File: src/pcc_consts.vh
// register offsets, field positions, reset values and timing counts
// of the voice codec control block; included by its design files.
`ifndef PCC_CONSTS_VH
`define PCC_CONSTS_VH

// ----------------------------------------
// register offsets
// ----------------------------------------
`define PCC_ADDR_PATH_GAIN   8'h00
`define PCC_ADDR_SIDETONE    8'h01
`define PCC_ADDR_MUTE_POWER  8'h03
`define PCC_ADDR_LAW_PORT    8'h04
`define PCC_ADDR_STATUS      8'h06

// ----------------------------------------
// field positions
// ----------------------------------------
`define PCC_TXG_LSB          0
`define PCC_RXG_LSB          3
`define PCC_STG_LSB          0
`define PCC_STEN_BIT         3
`define PCC_TXMUTE_BIT       0
`define PCC_RXMUTE_BIT       1
`define PCC_FDI_PD_BIT       2
`define PCC_DRV_PD_BIT       3
`define PCC_LAW_BIT          0
`define PCC_FMT_BIT          1
`define PCC_DEN_BIT          2
`define PCC_PORT_LSB         3
`define PCC_ST_OVR_BIT       0
`define PCC_ST_LAW_BIT       1
`define PCC_ST_MCLK_BIT      2

// ----------------------------------------
// reset values and encodings
// ----------------------------------------
`define PCC_RST_PATH_GAIN    8'h00
`define PCC_RST_SIDETONE     8'h00
`define PCC_RST_MUTE_POWER   8'h00
`define PCC_RST_LAW_PORT     8'h00
`define PCC_PORT_STROBED     3'h0
`define PCC_PORT_TDM         3'h7
`define PCC_QUIET_SM         8'h00
`define PCC_MU_XOR           8'h7f
`define PCC_A_XOR            8'h55

// ----------------------------------------
// timing counts in link clock edges, b-channel number, master clock timeout in clk_sys cycles
// ----------------------------------------
`define PCC_SLOT_BITS        4'h8
`define PCC_FP_DELAY_HALF    9'h040
`define PCC_TDM_BCHAN        5'h02
`define PCC_MCLK_TIMEOUT     8'hff

`endif

File: src/pcc_code_map.v
// maps between the core's sign-magnitude byte and the line code.
// assumes purely combinational use; the map is its own inverse.
`timescale 1ns/1ps
`include "pcc_consts.vh"

module pcc_code_map (
   // selection
   input  wire       a_law,
   input  wire       sign_mag,
   // data
   input  wire [7:0] code_in,
   output reg  [7:0] code_out
);

   always @* begin
      if (sign_mag) begin
         code_out = code_in;
      end else if (a_law) begin
         code_out = code_in ^ `PCC_A_XOR;
      end else begin
         code_out = code_in ^ `PCC_MU_XOR;
      end
   end

endmodule // pcc_code_map

File: src/pcc_fifo.v
// small fifo with a registered output stage.
// assumes one clock and a synchronous, active high reset.
`timescale 1ns/1ps

module pcc_fifo #(
   parameter WIDTH = 8,
   parameter DEPTH = 4,
   parameter AW    = 2
) (
   // clock and reset
   input  wire             clk_sys,
   input  wire             rst,
   // filling side
   input  wire [WIDTH-1:0] in_data,
   input  wire             in_valid,
   output wire             in_ready,
   // draining side
   output reg  [WIDTH-1:0] out_data,
   output reg              out_valid,
   input  wire             out_ready
);

   reg [WIDTH-1:0] mem [0:DEPTH-1];
   reg [AW-1:0]    wr_ptr;
   reg [AW-1:0]    rd_ptr;
   reg [AW:0]      count;
   wire            do_push;
   wire            do_pop;

   assign in_ready = (count != DEPTH[AW:0]);
   assign do_push  = in_valid && in_ready;
   assign do_pop   = (count != {(AW+1){1'b0}}) && (!out_valid || out_ready);

   always @(posedge clk_sys) begin
      if (do_push) begin
         mem[wr_ptr] <= in_data;
      end
   end

   always @(posedge clk_sys) begin
      if (rst) begin
         wr_ptr    <= {AW{1'b0}};
         rd_ptr    <= {AW{1'b0}};
         count     <= {(AW+1){1'b0}};
         out_data  <= {WIDTH{1'b0}};
         out_valid <= 1'b0;
      end else begin
         if (do_push) begin
            wr_ptr <= wr_ptr + 1'b1;
         end
         if (do_pop) begin
            out_data  <= mem[rd_ptr];
            out_valid <= 1'b1;
            rd_ptr    <= rd_ptr + 1'b1;
         end else if (out_ready) begin
            out_valid <= 1'b0;
         end
         count <= count + {{AW{1'b0}}, do_push} - {{AW{1'b0}}, do_pop};
      end
   end

endmodule // pcc_fifo

File: src/pcc_top.v
// control and digital side of the voice codec: pcm link, registers,
// code mapping, quiet code and delayed strobe for cascading.
// assumes link pins are asynchronous to clk_sys, which runs far faster
// than the link clock; the register port is on clk_sys.
//
// Overview of operation
// - capture 8-bit data on falling link clock edges
// - emit 8-bit delayed strobe after strobe falls
// - tdm mode: frame pulse delayed four channels
// - reset: sidetone off, gains 0 dB, mu-law
// - reset: strobed mode, port and driver powered
// - three-bit transmit gain, 0 to +7 dB
// - three-bit receive gain, 0 to -7 dB
// - three-bit sidetone gain, 3.32 dB steps
// - sidetone bypasses transmit and receive gains
// - law is pin OR register bit
// - mu-law standard code assignment
// - a-law standard code assignment
// - sign-magnitude code assignment
// - format bit independent of law choice
// - law pin input while d-channel disabled
// - mute substitutes negative-zero quiet code
`timescale 1ns/1ps
`include "pcc_consts.vh"

module pcc_top (
   // clock and reset
   input  wire       clk_sys,
   input  wire       rst,
   // link pins
   input  wire       power_on_reset_n,
   input  wire       master_clock_in,
   input  wire       link_bit_clk,
   input  wire       slot_strobe_or_frame_in,
   input  wire       pcm_din,
   output reg        pcm_dout,
   output reg        pcm_dout_oe,
   output reg        delayed_strobe_out,
   input  wire       law_pin,
   // register port
   input  wire [7:0] reg_addr,
   input  wire [7:0] reg_wdata,
   input  wire       reg_wr,
   input  wire       reg_rd,
   output reg  [7:0] reg_rdata,
   // transmit samples from the encoder, sign-magnitude
   input  wire [7:0] tx_sample,
   input  wire       tx_valid,
   output reg        tx_ready,
   // receive samples to the decoder, sign-magnitude
   output wire [7:0] rx_sample,
   output wire       rx_valid,
   input  wire       rx_ready,
   // settings toward the analog sections
   output reg  [2:0] tx_filter_gain,
   output reg  [2:0] rx_filter_gain,
   output reg  [2:0] sidetone_gain,
   output reg        sidetone_enable,
   output reg        law_a_select,
   output reg        code_format_select,
   output reg        fdi_power_on,
   output reg        driver_power_on
);

   // ----------------------------------------
   // pin synchronisers
   // ----------------------------------------
   localparam NSYNC = 6;
   wire [NSYNC-1:0] pins_raw;
   reg  [NSYNC-1:0] sync_a;
   reg  [NSYNC-1:0] sync_b;
   reg  [NSYNC-1:0] sync_c;

   assign pins_raw = {power_on_reset_n, master_clock_in, link_bit_clk,
                      slot_strobe_or_frame_in, pcm_din, law_pin};

   genvar gi;
   generate
      for (gi = 0; gi < NSYNC; gi = gi + 1) begin : g_sync
         always @(posedge clk_sys) begin
            if (rst) begin
               sync_a[gi] <= 1'b0;
               sync_b[gi] <= 1'b0;
               sync_c[gi] <= 1'b0;
            end else begin
               sync_a[gi] <= pins_raw[gi];
               sync_b[gi] <= sync_a[gi];
               sync_c[gi] <= sync_b[gi];
            end
         end
      end
   endgenerate

   wire law_s   = sync_b[0];
   wire din_s   = sync_b[1];
   wire stb_s   = sync_b[2];
   wire stb_d   = sync_c[2];
   wire bclk_s  = sync_b[3];
   wire bclk_d  = sync_c[3];
   wire mclk_s  = sync_b[4];
   wire mclk_d  = sync_c[4];
   wire por_n_s = sync_b[5];

   wire bclk_rise = bclk_s && !bclk_d;
   wire bclk_fall = !bclk_s && bclk_d;
   wire stb_fall  = !stb_s && stb_d;
   wire mclk_edge = mclk_s != mclk_d;

   // a low power-on pin clears settings like the system reset
   wire cfg_rst = rst || !por_n_s;

   // ----------------------------------------
   // registers
   // ----------------------------------------
   reg  [7:0] path_gain_settings;
   reg  [7:0] sidetone_settings;
   reg  [7:0] mute_power_settings;
   reg  [7:0] law_and_port_settings;
   reg        overrun;
   reg        mclk_seen;
   reg  [7:0] mclk_timer;
   wire       set_overrun;
   wire       law_a_eff;
   wire       fmt_sm;
   wire       tdm_mode;
   wire       tx_mute;
   wire       rx_mute;
   reg  [7:0] next_rdata;

   always @(posedge clk_sys) begin
      if (cfg_rst) begin
         path_gain_settings    <= `PCC_RST_PATH_GAIN;
         sidetone_settings     <= `PCC_RST_SIDETONE;
         mute_power_settings   <= `PCC_RST_MUTE_POWER;
         law_and_port_settings <= `PCC_RST_LAW_PORT;
      end else if (reg_wr) begin
         case (reg_addr)
            `PCC_ADDR_PATH_GAIN:  path_gain_settings    <= reg_wdata;
            `PCC_ADDR_SIDETONE:   sidetone_settings     <= reg_wdata;
            `PCC_ADDR_MUTE_POWER: mute_power_settings   <= reg_wdata;
            `PCC_ADDR_LAW_PORT:   law_and_port_settings <= reg_wdata;
            default: ;
         endcase
      end
   end

   // overrun: write one to clear, a new overrun in that cycle wins
   always @(posedge clk_sys) begin
      if (cfg_rst) begin
         overrun <= 1'b0;
      end else if (set_overrun) begin
         overrun <= 1'b1;
      end else if (reg_wr && reg_addr == `PCC_ADDR_STATUS && reg_wdata[`PCC_ST_OVR_BIT]) begin
         overrun <= 1'b0;
      end
   end

   // master clock presence; only a hint, the clock itself is analog side
   always @(posedge clk_sys) begin
      if (rst) begin
         mclk_timer <= 8'h00;
         mclk_seen  <= 1'b0;
      end else if (mclk_edge) begin
         mclk_timer <= `PCC_MCLK_TIMEOUT;
         mclk_seen  <= 1'b1;
      end else if (mclk_timer != 8'h00) begin
         mclk_timer <= mclk_timer - 8'h01;
      end else begin
         mclk_seen  <= 1'b0;
      end
   end

   // pin only counts as a law input while the d-channel is off
   assign law_a_eff = law_and_port_settings[`PCC_LAW_BIT] ||
                      (law_s && !law_and_port_settings[`PCC_DEN_BIT]);
   assign fmt_sm    = law_and_port_settings[`PCC_FMT_BIT];
   assign tdm_mode  = law_and_port_settings[`PCC_PORT_LSB+2:`PCC_PORT_LSB] == `PCC_PORT_TDM;
   assign tx_mute   = mute_power_settings[`PCC_TXMUTE_BIT];
   assign rx_mute   = mute_power_settings[`PCC_RXMUTE_BIT];

   always @* begin
      case (reg_addr)
         `PCC_ADDR_PATH_GAIN:  next_rdata = path_gain_settings;
         `PCC_ADDR_SIDETONE:   next_rdata = sidetone_settings;
         `PCC_ADDR_MUTE_POWER: next_rdata = mute_power_settings;
         `PCC_ADDR_LAW_PORT:   next_rdata = law_and_port_settings;
         `PCC_ADDR_STATUS:     next_rdata = {5'h00, mclk_seen, law_a_eff, overrun};
         default:              next_rdata = 8'h00;
      endcase
   end

   always @(posedge clk_sys) begin
      if (rst) begin
         reg_rdata <= 8'h00;
      end else if (reg_rd) begin
         reg_rdata <= next_rdata;
      end
   end

   // analog settings: field code is the step count from 0 dB;
   // sidetone taps ahead of tx gain and sums after rx gain, so its
   // setting is carried apart from both path gains
   always @(posedge clk_sys) begin
      if (cfg_rst) begin
         tx_filter_gain     <= 3'h0;
         rx_filter_gain     <= 3'h0;
         sidetone_gain      <= 3'h0;
         sidetone_enable    <= 1'b0;
         law_a_select       <= 1'b0;
         code_format_select <= 1'b0;
         fdi_power_on       <= 1'b1;
         driver_power_on    <= 1'b1;
      end else begin
         tx_filter_gain     <= path_gain_settings[`PCC_TXG_LSB+2:`PCC_TXG_LSB];
         rx_filter_gain     <= path_gain_settings[`PCC_RXG_LSB+2:`PCC_RXG_LSB];
         sidetone_gain      <= sidetone_settings[`PCC_STG_LSB+2:`PCC_STG_LSB];
         sidetone_enable    <= sidetone_settings[`PCC_STEN_BIT];
         law_a_select       <= law_a_eff;
         code_format_select <= fmt_sm;
         fdi_power_on       <= !mute_power_settings[`PCC_FDI_PD_BIT];
         driver_power_on    <= !mute_power_settings[`PCC_DRV_PD_BIT];
      end
   end

   // ----------------------------------------
   // code mapping
   // ----------------------------------------
   reg  [7:0] tx_hold;
   reg        tx_full;
   reg        next_tx_full;
   wire [7:0] tx_sm;
   wire [7:0] tx_line;
   reg  [7:0] rx_shift;
   wire [7:0] rx_sm_raw;
   wire [7:0] rx_sm;

   assign tx_sm = (tx_mute || !tx_full) ? `PCC_QUIET_SM : tx_hold;

   pcc_code_map u_tx_map (
      .a_law    (law_a_eff),
      .sign_mag (fmt_sm),
      .code_in  (tx_sm),
      .code_out (tx_line)
   );

   pcc_code_map u_rx_map (
      .a_law    (law_a_eff),
      .sign_mag (fmt_sm),
      .code_in  (rx_shift),
      .code_out (rx_sm_raw)
   );

   assign rx_sm = rx_mute ? `PCC_QUIET_SM : rx_sm_raw;

   // ----------------------------------------
   // link timing
   // ----------------------------------------
   reg  [8:0] half_cnt;
   reg        frame_run;
   reg  [3:0] bit_cnt;
   reg  [7:0] tx_shift;
   reg        slot_on;
   reg        rx_push;
   reg        dstb_arm;
   reg  [3:0] dstb_cnt;
   wire       tdm_slot;
   wire       fp_start;
   wire       rx_in_ready;
   wire       slot_load;

   // tdm: frame begins with the pulse low on a falling link edge
   assign fp_start = tdm_mode && bclk_fall && !stb_s;
   assign tdm_slot = frame_run && (half_cnt[8:4] == `PCC_TDM_BCHAN);
   assign slot_load = tdm_mode ? (fp_start || (bclk_fall && half_cnt == 9'h01f))
                               : (bclk_rise && stb_s && !slot_on);
   assign set_overrun = rx_push && !rx_in_ready;

   always @(posedge clk_sys) begin
      if (rst) begin
         half_cnt  <= 9'h000;
         frame_run <= 1'b0;
      end else if (fp_start) begin
         half_cnt  <= 9'h000;
         frame_run <= 1'b1;
      end else if (bclk_fall && frame_run) begin
         half_cnt  <= half_cnt + 9'h001;
         if (half_cnt == 9'h1ff) begin
            frame_run <= 1'b0;
         end
      end
   end

   // transmit holding word, refilled after each slot load: once per strobed slot, twice per tdm frame
   always @* begin
      next_tx_full = tx_full;
      if (slot_load) begin
         next_tx_full = 1'b0;
      end
      if (tx_valid && tx_ready) begin
         next_tx_full = 1'b1;
      end
   end

   always @(posedge clk_sys) begin
      if (rst) begin
         tx_hold  <= 8'h00;
         tx_full  <= 1'b0;
         tx_ready <= 1'b0;
      end else begin
         if (tx_valid && tx_ready) begin
            tx_hold <= tx_sample;
         end
         tx_full  <= next_tx_full;
         tx_ready <= !next_tx_full && !(tx_valid && tx_ready);
      end
   end

   // serial data both ways, msb first
   always @(posedge clk_sys) begin
      if (rst) begin
         tx_shift    <= 8'h00;
         rx_shift    <= 8'h00;
         bit_cnt     <= 4'h0;
         slot_on     <= 1'b0;
         rx_push     <= 1'b0;
         pcm_dout    <= 1'b0;
         pcm_dout_oe <= 1'b0;
      end else begin
         rx_push <= 1'b0;
         if (slot_load) begin
            tx_shift <= tx_line;
            bit_cnt  <= 4'h0;
            slot_on  <= !tdm_mode;
         end
         if (!tdm_mode) begin
            // strobed mode: drive on rising, sample on falling edge
            if (bclk_rise && stb_s) begin
               pcm_dout    <= slot_load ? tx_line[7] : tx_shift[7];
               pcm_dout_oe <= 1'b1;
               // the loaded msb leaves now, so only the rest is kept
               tx_shift    <= slot_load ? {tx_line[6:0], 1'b0} : {tx_shift[6:0], 1'b0};
            end else if (bclk_rise) begin
               pcm_dout_oe <= 1'b0;
            end
            if (bclk_fall && stb_s && bit_cnt != `PCC_SLOT_BITS) begin
               rx_shift <= {rx_shift[6:0], din_s};
               bit_cnt  <= bit_cnt + 4'h1;
               if (bit_cnt == `PCC_SLOT_BITS - 4'h1) begin
                  rx_push <= 1'b1;
               end
            end
            if (stb_fall) begin
               slot_on <= 1'b0;
            end
         end else if (bclk_fall) begin
            // tdm: drive at cell start, sample at the later half
            if (tdm_slot && !half_cnt[0]) begin
               pcm_dout    <= tx_shift[7];
               pcm_dout_oe <= 1'b1;
               tx_shift    <= {tx_shift[6:0], 1'b0};
            end else if (!tdm_slot) begin
               pcm_dout_oe <= 1'b0;
            end
            if (tdm_slot && half_cnt[0]) begin
               rx_shift <= {rx_shift[6:0], din_s};
               if (half_cnt[3:1] == 3'h7) begin
                  rx_push <= 1'b1;
               end
            end
         end
      end
   end

   // ----------------------------------------
   // delayed strobe and frame pulse
   // ----------------------------------------
   always @(posedge clk_sys) begin
      if (rst) begin
         dstb_arm           <= 1'b0;
         dstb_cnt           <= 4'h0;
         delayed_strobe_out <= 1'b0;
      end else if (tdm_mode) begin
         dstb_arm <= 1'b0;
         dstb_cnt <= 4'h0;
         // low going pulse one link clock wide, four channels late
         if (bclk_fall) begin
            delayed_strobe_out <= !(frame_run && half_cnt == `PCC_FP_DELAY_HALF - 9'h001);
         end
      end else begin
         if (stb_fall) begin
            dstb_arm <= 1'b1;
         end
         // eight bit cells wide, starting with the next rising edge
         if (bclk_rise && dstb_arm) begin
            dstb_arm           <= 1'b0;
            dstb_cnt           <= `PCC_SLOT_BITS;
            delayed_strobe_out <= 1'b1;
         end else if (bclk_rise && dstb_cnt != 4'h0) begin
            dstb_cnt <= dstb_cnt - 4'h1;
            if (dstb_cnt == 4'h1) begin
               delayed_strobe_out <= 1'b0;
            end
         end
      end
   end

   // ----------------------------------------
   // receive buffer toward the decoder
   // ----------------------------------------
   // the link cannot be stalled, so a full buffer drops the byte and
   // flags overrun rather than corrupting the slot timing
   pcc_fifo #(
      .WIDTH (8),
      .DEPTH (4),
      .AW    (2)
   ) u_rx_fifo (
      .clk_sys   (clk_sys),
      .rst       (rst),
      .in_data   (rx_sm),
      .in_valid  (rx_push),
      .in_ready  (rx_in_ready),
      .out_data  (rx_sample),
      .out_valid (rx_valid),
      .out_ready (rx_ready)
   );

endmodule // pcc_top

File: config.mk
export PLATFORM = sky130hd
export DESIGN_NAME = pcc_top
export DESIGN_NICKNAME = d
export VERILOG_FILES = /design/src/pcc_code_map.v /design/src/pcc_fifo.v /design/src/pcc_top.v
export VERILOG_INCLUDE_DIRS = /design/src
export SDC_FILE = /design/constraint.sdc
export NUM_CORES = 1
export LEC_CHECK = 0
export BUFFER_PORTS_ARGS = -buffer_cell sky130_fd_sc_hd__buf_4
export CELL_PAD_IN_SITES_DETAIL_PLACEMENT = 0
export CELL_PAD_IN_SITES_GLOBAL_PLACEMENT = 2
export CORE_MARGIN = 5
export CORE_UTILIZATION = 43
export CTS_BUF_LIST = sky130_fd_sc_hd__clkbuf_8
export DETAILED_ROUTE_END_ITERATION = 12
export GPL_ROUTABILITY_DRIVEN = 0
export GPL_TIMING_DRIVEN = 0
export PLACE_DENSITY = 0.9
export REMOVE_ABC_BUFFERS = 1
export SYNTH_ARGS = -nofsm -noshare
export SYNTH_HDL_FRONTEND = slang
export SYNTH_SLANG_ARGS = --single-unit
File: constraint.sdc
create_clock -name clk_sys -period 3.1 [get_ports clk_sys]
set_input_delay 0.155 -clock clk_sys [delete_from_list [all_inputs] [get_ports clk_sys]]
set_output_delay 0.155 -clock clk_sys [all_outputs]
set_load 0.01 [all_outputs]
Yosys cells after proc, flatten, opt, wreduce, memory -nomap -nowiden
Memories as Yosys holds them, arrays and structs flattened. A register that Yosys moved wholly into a read port is not among the register bits.
Index checks and enable logic that the tools add are counted.
{ "classes": {"add_sub_neg": 8, "bitwise_logic": 4, "n_eq_ne": 20, "n_reduce_logical": 73, "n_mux": 63} }
{ "ops": {"columns": ["op", "n"], "rows": [
  ["2-to-1 mux 8 bit", 14],
  ["one-hot mux 8 bit (5 select lines)", 1],
  ["2-to-1 mux 1 bit", 39],
  ["2-to-1 mux 7 bit", 4],
  ["logical AND 1 bit", 25],
  ["2-to-1 mux 4 bit", 5],
  ["== test 8 x 3 -> 1 bit (second input constant)", 2],
  ["logical NOT 1 bit", 16],
  ["nonzero test 2 bit", 8],
  ["NOT 7 bit", 2],
  ["AND reduction 3 bit", 4],
  ["nonzero test 3 bit", 4],
  ["AND reduction 2 bit", 5],
  ["adder 9 x 1 -> 9 bit (second input constant)", 1],
  ["== test 9 x 5 -> 1 bit (second input constant)", 1],
  ["== test 9 x 6 -> 1 bit (second input constant)", 1],
  ["== test 9 bit (second input constant)", 1],
  ["== test 8 x 1 -> 1 bit (second input constant)", 1],
  ["== test 8 x 2 -> 1 bit (second input constant)", 1],
  ["logical NOT 8 bit", 1],
  ["NOT 4 bit", 2],
  ["nonzero test 8 bit", 1],
  ["subtractor 8 x 1 -> 8 bit (second input constant)", 1],
  ["== test 3 bit (second input constant)", 2],
  ["18 further kinds", 26]
]} }
{ "word_totals": {"regBits": 137, "elab_cells": 220, "out_inout_bits": 35, "ram_bits": 32, "memories": 1} }
{ "memory_table": {"columns": ["memory", "depth", "word_bits", "rd", "rd_clocked_by_memory_dff", "wr", "line_no", "text"], "rows": [
  ["u_rx_fifo.mem", 4, 8, 1, 1, 1, "pcc_fifo.v:23", "reg [WIDTH-1:0] mem [0:DEPTH-1];"]
]} }

Logic depth before layout (Yosys ltp)
{ "logic_depth": {"ltp_word": 10, "mapped_depth": 9, "mapped_depth_nobuf": 8} }

Hierarchy
A second synthesis with hierarchy kept.
{ "unflattened": {"cells_unflattened": 759, "area_unflattened_um2": 7480.9} }
{ "modules_own_cells": {"columns": ["module", "cells_per_inst", "area_per_inst_um2", "instances"], "rows": [
  ["pcc_top", 607, 5350.1, 1],
  ["pcc_fifo", 132, 1930.6, 1],
  ["pcc_code_map", 10, 100.1, 2]
]} }

Worst setup path after synthesis
No wires, ideal clock.
{ "synth_path": {"kind": "flip-flop to flip-flop", "from": "register u_rx_fifo.count[1]", "to": "register u_rx_fifo.count[2]", "t_required_ns": 2.972, "n_path_buf": 1, "arrival_time_ns": 1.873, "stages_incl_launch_ff": 10, "setup_time_ns": 0.128, "setup_slack_ns": 1.099, "cell_sequence": "dfxtp_1 -> nor3_1 -> a21oi_1 -> buf_2 -> ha_1 -> inv_1 -> ha_1 -> fa_1 -> xnor2_1 -> nor2_1"} }
{ "synth_via": {"word_cells_on_any_way": 6, "cone_classes": "add/sub: 2; eq/ne: 1; reduce/logical: 3"} }
{ "synth_lines": {"columns": ["item", "line_no", "text"], "rows": [
  ["start, declared", "pcc_fifo.v:26", "reg [AW:0] count;"],
  ["start signal, assigned", "pcc_fifo.v:44", "count <= {(AW+1){1'b0}};"],
  ["start signal, assigned", "pcc_fifo.v:58", "count <= count + {{AW{1'b0}}, do_push} - {{AW{1'b0}}, do_pop};"],
  ["nonzero test 3 bit", "pcc_fifo.v:32", "assign do_pop = (count != {(AW+1){1'b0}}) && (!out_valid || out_ready);"],
  ["logical AND 1 bit", "pcc_fifo.v:32", null],
  ["via u_rx_fifo.do_pop", "pcc_fifo.v:28", "wire do_pop;"],
  ["subtractor 3 x 1 -> 3 bit", "pcc_fifo.v:58", null]
]} }
The timed path passes the listed nets, and every way through them passes these cells.
A chain may end at the register's enable or synchronous reset.

Worst setup path after layout
{ "layout_path": {"from": "register u_rx_fifo.count[1]", "to": "register u_rx_fifo.count[1]"} }
{ "layout_via": {"elab_chain_len": 4, "word_cells_on_any_way": 6, "cone_classes": "add/sub: 2; eq/ne: 1; reduce/logical: 3"} }
{ "layout_rtl": {"columns": ["item", "line_no", "text"], "rows": [
  ["inequality test 3 bit", "pcc_fifo.v:30", "assign in_ready = (count != DEPTH[AW:0]);"],
  ["logical AND 1 bit", "pcc_fifo.v:31", "assign do_push = in_valid && in_ready;"],
  ["adder 3 x 1 -> 3 bit", "pcc_fifo.v:58", null],
  ["subtractor 3 x 1 -> 3 bit *", "pcc_fifo.v:58", null]
]} }
Mark *: on every way between the ends. The rest lies on a longest branch, timed or not.

==> results.sh <==
export IMPL_status="completed"
export IMPL_synth_area_leader_cell="dfxtp_1"
export IMPL_leakagePower_nw=3.20
export IMPL_vias_per_cell=5.11
export IMPL_clock_latency_ns=0.46
export IMPL_cts_tree="built"
export IMPL_start_util_pct=44.0
export IMPL_fp_dieArea_mm2=0.0198
export IMPL_worst_ep_required_time_ns=3.41
export IMPL_area_delta_synth_final_pct=17.5
export IMPL_first_iter_violations=294
export IMPL_finalCritPeriodShare_pct=89.1
export IMPL_grt_overflow_total=0
export IMPL_arrival_ns=3.08
export IMPL_final_antenna_net_count=0
export IMPL_final_max_slew_viol_count=0
export IMPL_slew_headroom_pct=14.6
export IMPL_grt_max_degree=87
export IMPL_cts_sinks=177
export IMPL_dr_pass1_iters=5
export IMPL_post_cts_resized=0
export IMPL_ys_ff_latch=177
export IMPL_synth_area_leaders="dfxtp_1, edfxtp_1, mux2i_1"
export IMPL_rsz0062_at_grt="no"
export IMPL_hold_viol=0
export IMPL_grt_pass1_wl_mm=25.6
export IMPL_p_total_mw=5.07
export IMPL_finalSetupTns_ns=0
export IMPL_via_count=5288
export IMPL_ios=71
export IMPL_num_antenna_cells=0
export IMPL_synth_avg_cell_area_um2=10.2
export IMPL_numCtsBuffers=17
export IMPL_post_cts_buffers=0
export IMPL_worstReg2RegStart="u_rx_fifo.count[1]$_SDFF_PP0_"
export IMPL_netlist_area_leader_share_pct=39.5
export IMPL_hp_start="reg_addr[3]"
export IMPL_grt_pass1_vias=5137
export IMPL_die_h_um=141
export IMPL_yosysMostFrequentCell="dfxtp_1"
export IMPL_pre_cts_ws_ns=0.327
export IMPL_port_buffers=70
export IMPL_clock_path_buffers=2
export IMPL_fin_nets=852
export IMPL_setup_viol=0
export IMPL_holdWs_ns=0.114
export IMPL_critPathKind="reg2reg"
export IMPL_clock_skew_ns=0.0114
export IMPL_fill_cells=1525
export IMPL_hp_class="in2reg"
export IMPL_drive_gt1_share_pct=15.5
export IMPL_die_w_um=141
export IMPL_synthArstFlopShare_pct=0
export IMPL_synth_yosys_seq_area_share_pct=52.5
export IMPL_fin_crit_ns=2.76
export IMPL_fmax_mhz=362
export IMPL_crit_path_max_fanout=11
export IMPL_h_tree_depth=4
export IMPL_root_buffer="clkbuf_8"
export IMPL_clk_pin_slew_worst_paths_ns=0.09
export IMPL_synth_ff_type="dfxtp_1"
export IMPL_core_area_mm2=0.0167
export IMPL_synthTopCellsByCount="dfxtp_1, nand2_1, nor2_1"
export IMPL_gr_usage_all_layers_pct=15.9
export IMPL_p_per_area_mw_per_mm2=587
export IMPL_synthCells=724
export IMPL_num_rows=47
export IMPL_worst_slew_pin_slew_ns=1.28
export IMPL_netlist_area_mm2=0.00735
export IMPL_crit_path_start="u_rx_fifo.count[1]$_SDFF_PP0_"
export IMPL_synth_edf_count=32
export IMPL_antenna_found_initial=0
export IMPL_crit_path_start_kind="flip-flop"
export IMPL_avgRoutedWirePerCell_um=14.8
export IMPL_vdd_drop_max_mv=0.314
export IMPL_yosysUniqueCellTypes=62
export IMPL_wirelength_mm=15.3
export IMPL_hpwl_mm=10.6
export IMPL_drc=0
export IMPL_synth_warnings=0
export IMPL_cap_violations=0
export IMPL_setup_ws_ns=0.337
export IMPL_endpoint_kind="flip-flop"
## sequential cells by signal, indices dropped and copies added, names as in the netlist, 4 cells and up
signal / cells
u_rx_fifo.mem: 32
half_cnt: 9
law_and_port_settings: 8
mclk_timer: 8
mute_power_settings: 8
path_gain_settings: 8
reg_rdata: 8
rx_shift: 8
sidetone_settings: 8
tx_hold: 8
tx_shift: 8
u_rx_fifo.out_data: 8
sync_a: 6
bit_cnt: 4
dstb_cnt: 4
## power by group
part / switching, mW / leakage (nW) / internal, mW
combinational: 0.404 / 1.54 / 0.440
clock: 0.880 / 0.195 / 0.741
sequential: 0.138 / 1.46 / 2.47
total: 1.42 / 3.20 / 3.65
## cell type report
class | count | area, µm² | share of cell area [%]
inverters | 18 | 67.6 | 0.782
well taps | 220 | 275 | 3.18
clock buffers | 17 | 234 | 2.71
multi-input cells | 493 | 3260 | 37.8
repair buffers | 94 | 766 | 8.86
clock inverters | 15 | 173 | 2.00
flip-flops and latches | 177 | 3860 | 44.7
## worst max-delay path, cell delays in order, from the launching register on
cell and delay [ns]:
dfxtp_1 0.41, nor3_1 0.10, a21oi_1 0.98, ha_1 0.39, inv_1 0.05, ha_1 0.15
fa_1 0.41, nor2b_1 0.14
## logic make-up after synthesis
family | synth area share [%]
AND/OR/NAND/NOR | 18.4
flip-flops | 52.5
AO/OA/AOI/OAI | 10.4
buffers and inverters | 3.06
multiplexers | 8.63
XOR/XNOR | 4.29
adder cells (fa/ha/maj) | 2.65
## placed cells by master, fill, tap and decap left out, drive strengths merged, types with 12 or more instances in the layout
cell,Yosys,routed
buf,10,70
nor2b,30,30
dlygate4sd3,0,24
xnor2,16,16
a21oi,52,52
mux2i,42,42
inv,18,25
nand3,13,13
a22oi,14,14
ha,14,14
and2,18,18
o21ai,12,12
nand2,86,86
nor2,82,82
clkbuf,26,17
edfxtp,32,32
xor2,20,20
dfxtp,145,145
## metrics by stage
stage / std cells / cell area [µm²] / util, %
detailed placement: 978 / 8000 / 47.9
global route: 1034 / 8640 / 51.8
CTS: 1034 / 8640 / 51.8
global placement: 978 / 8000 / 47.9
floorplan: 688 / 7200 / -
finish: 1034 / 8640 / 51.8
## layer usage
metal / part of all wire [%] / track usage, %
met5: 0 / 0
met1: 48 / 21.7
met4: 2.0 / 6.53
met2: 45 / 24.4
met3: 4.7 / 3.49
## worst paths after layout
check,to,slack (ns),depth (start not counted)
worst max-delay path,u_rx_fifo.count[1]$_SDFF_PP0_,0.34,7
worst min-delay path,reg_rdata[2]$_SDFFE_PP0P_,0.11,4
worst max register to register,u_rx_fifo.count[1]$_SDFF_PP0_,0.34,7
worst min register to register,driver_power_on$_SDFF_PP1_,0.40,1
## repair_timing
item                                   in CTS  in global routing
setup endpoints to repair                   0                  0
endpoints found under the hold margin      50                  0
hold buffers                               24                  0
Power figures use the tool's default switching activity.
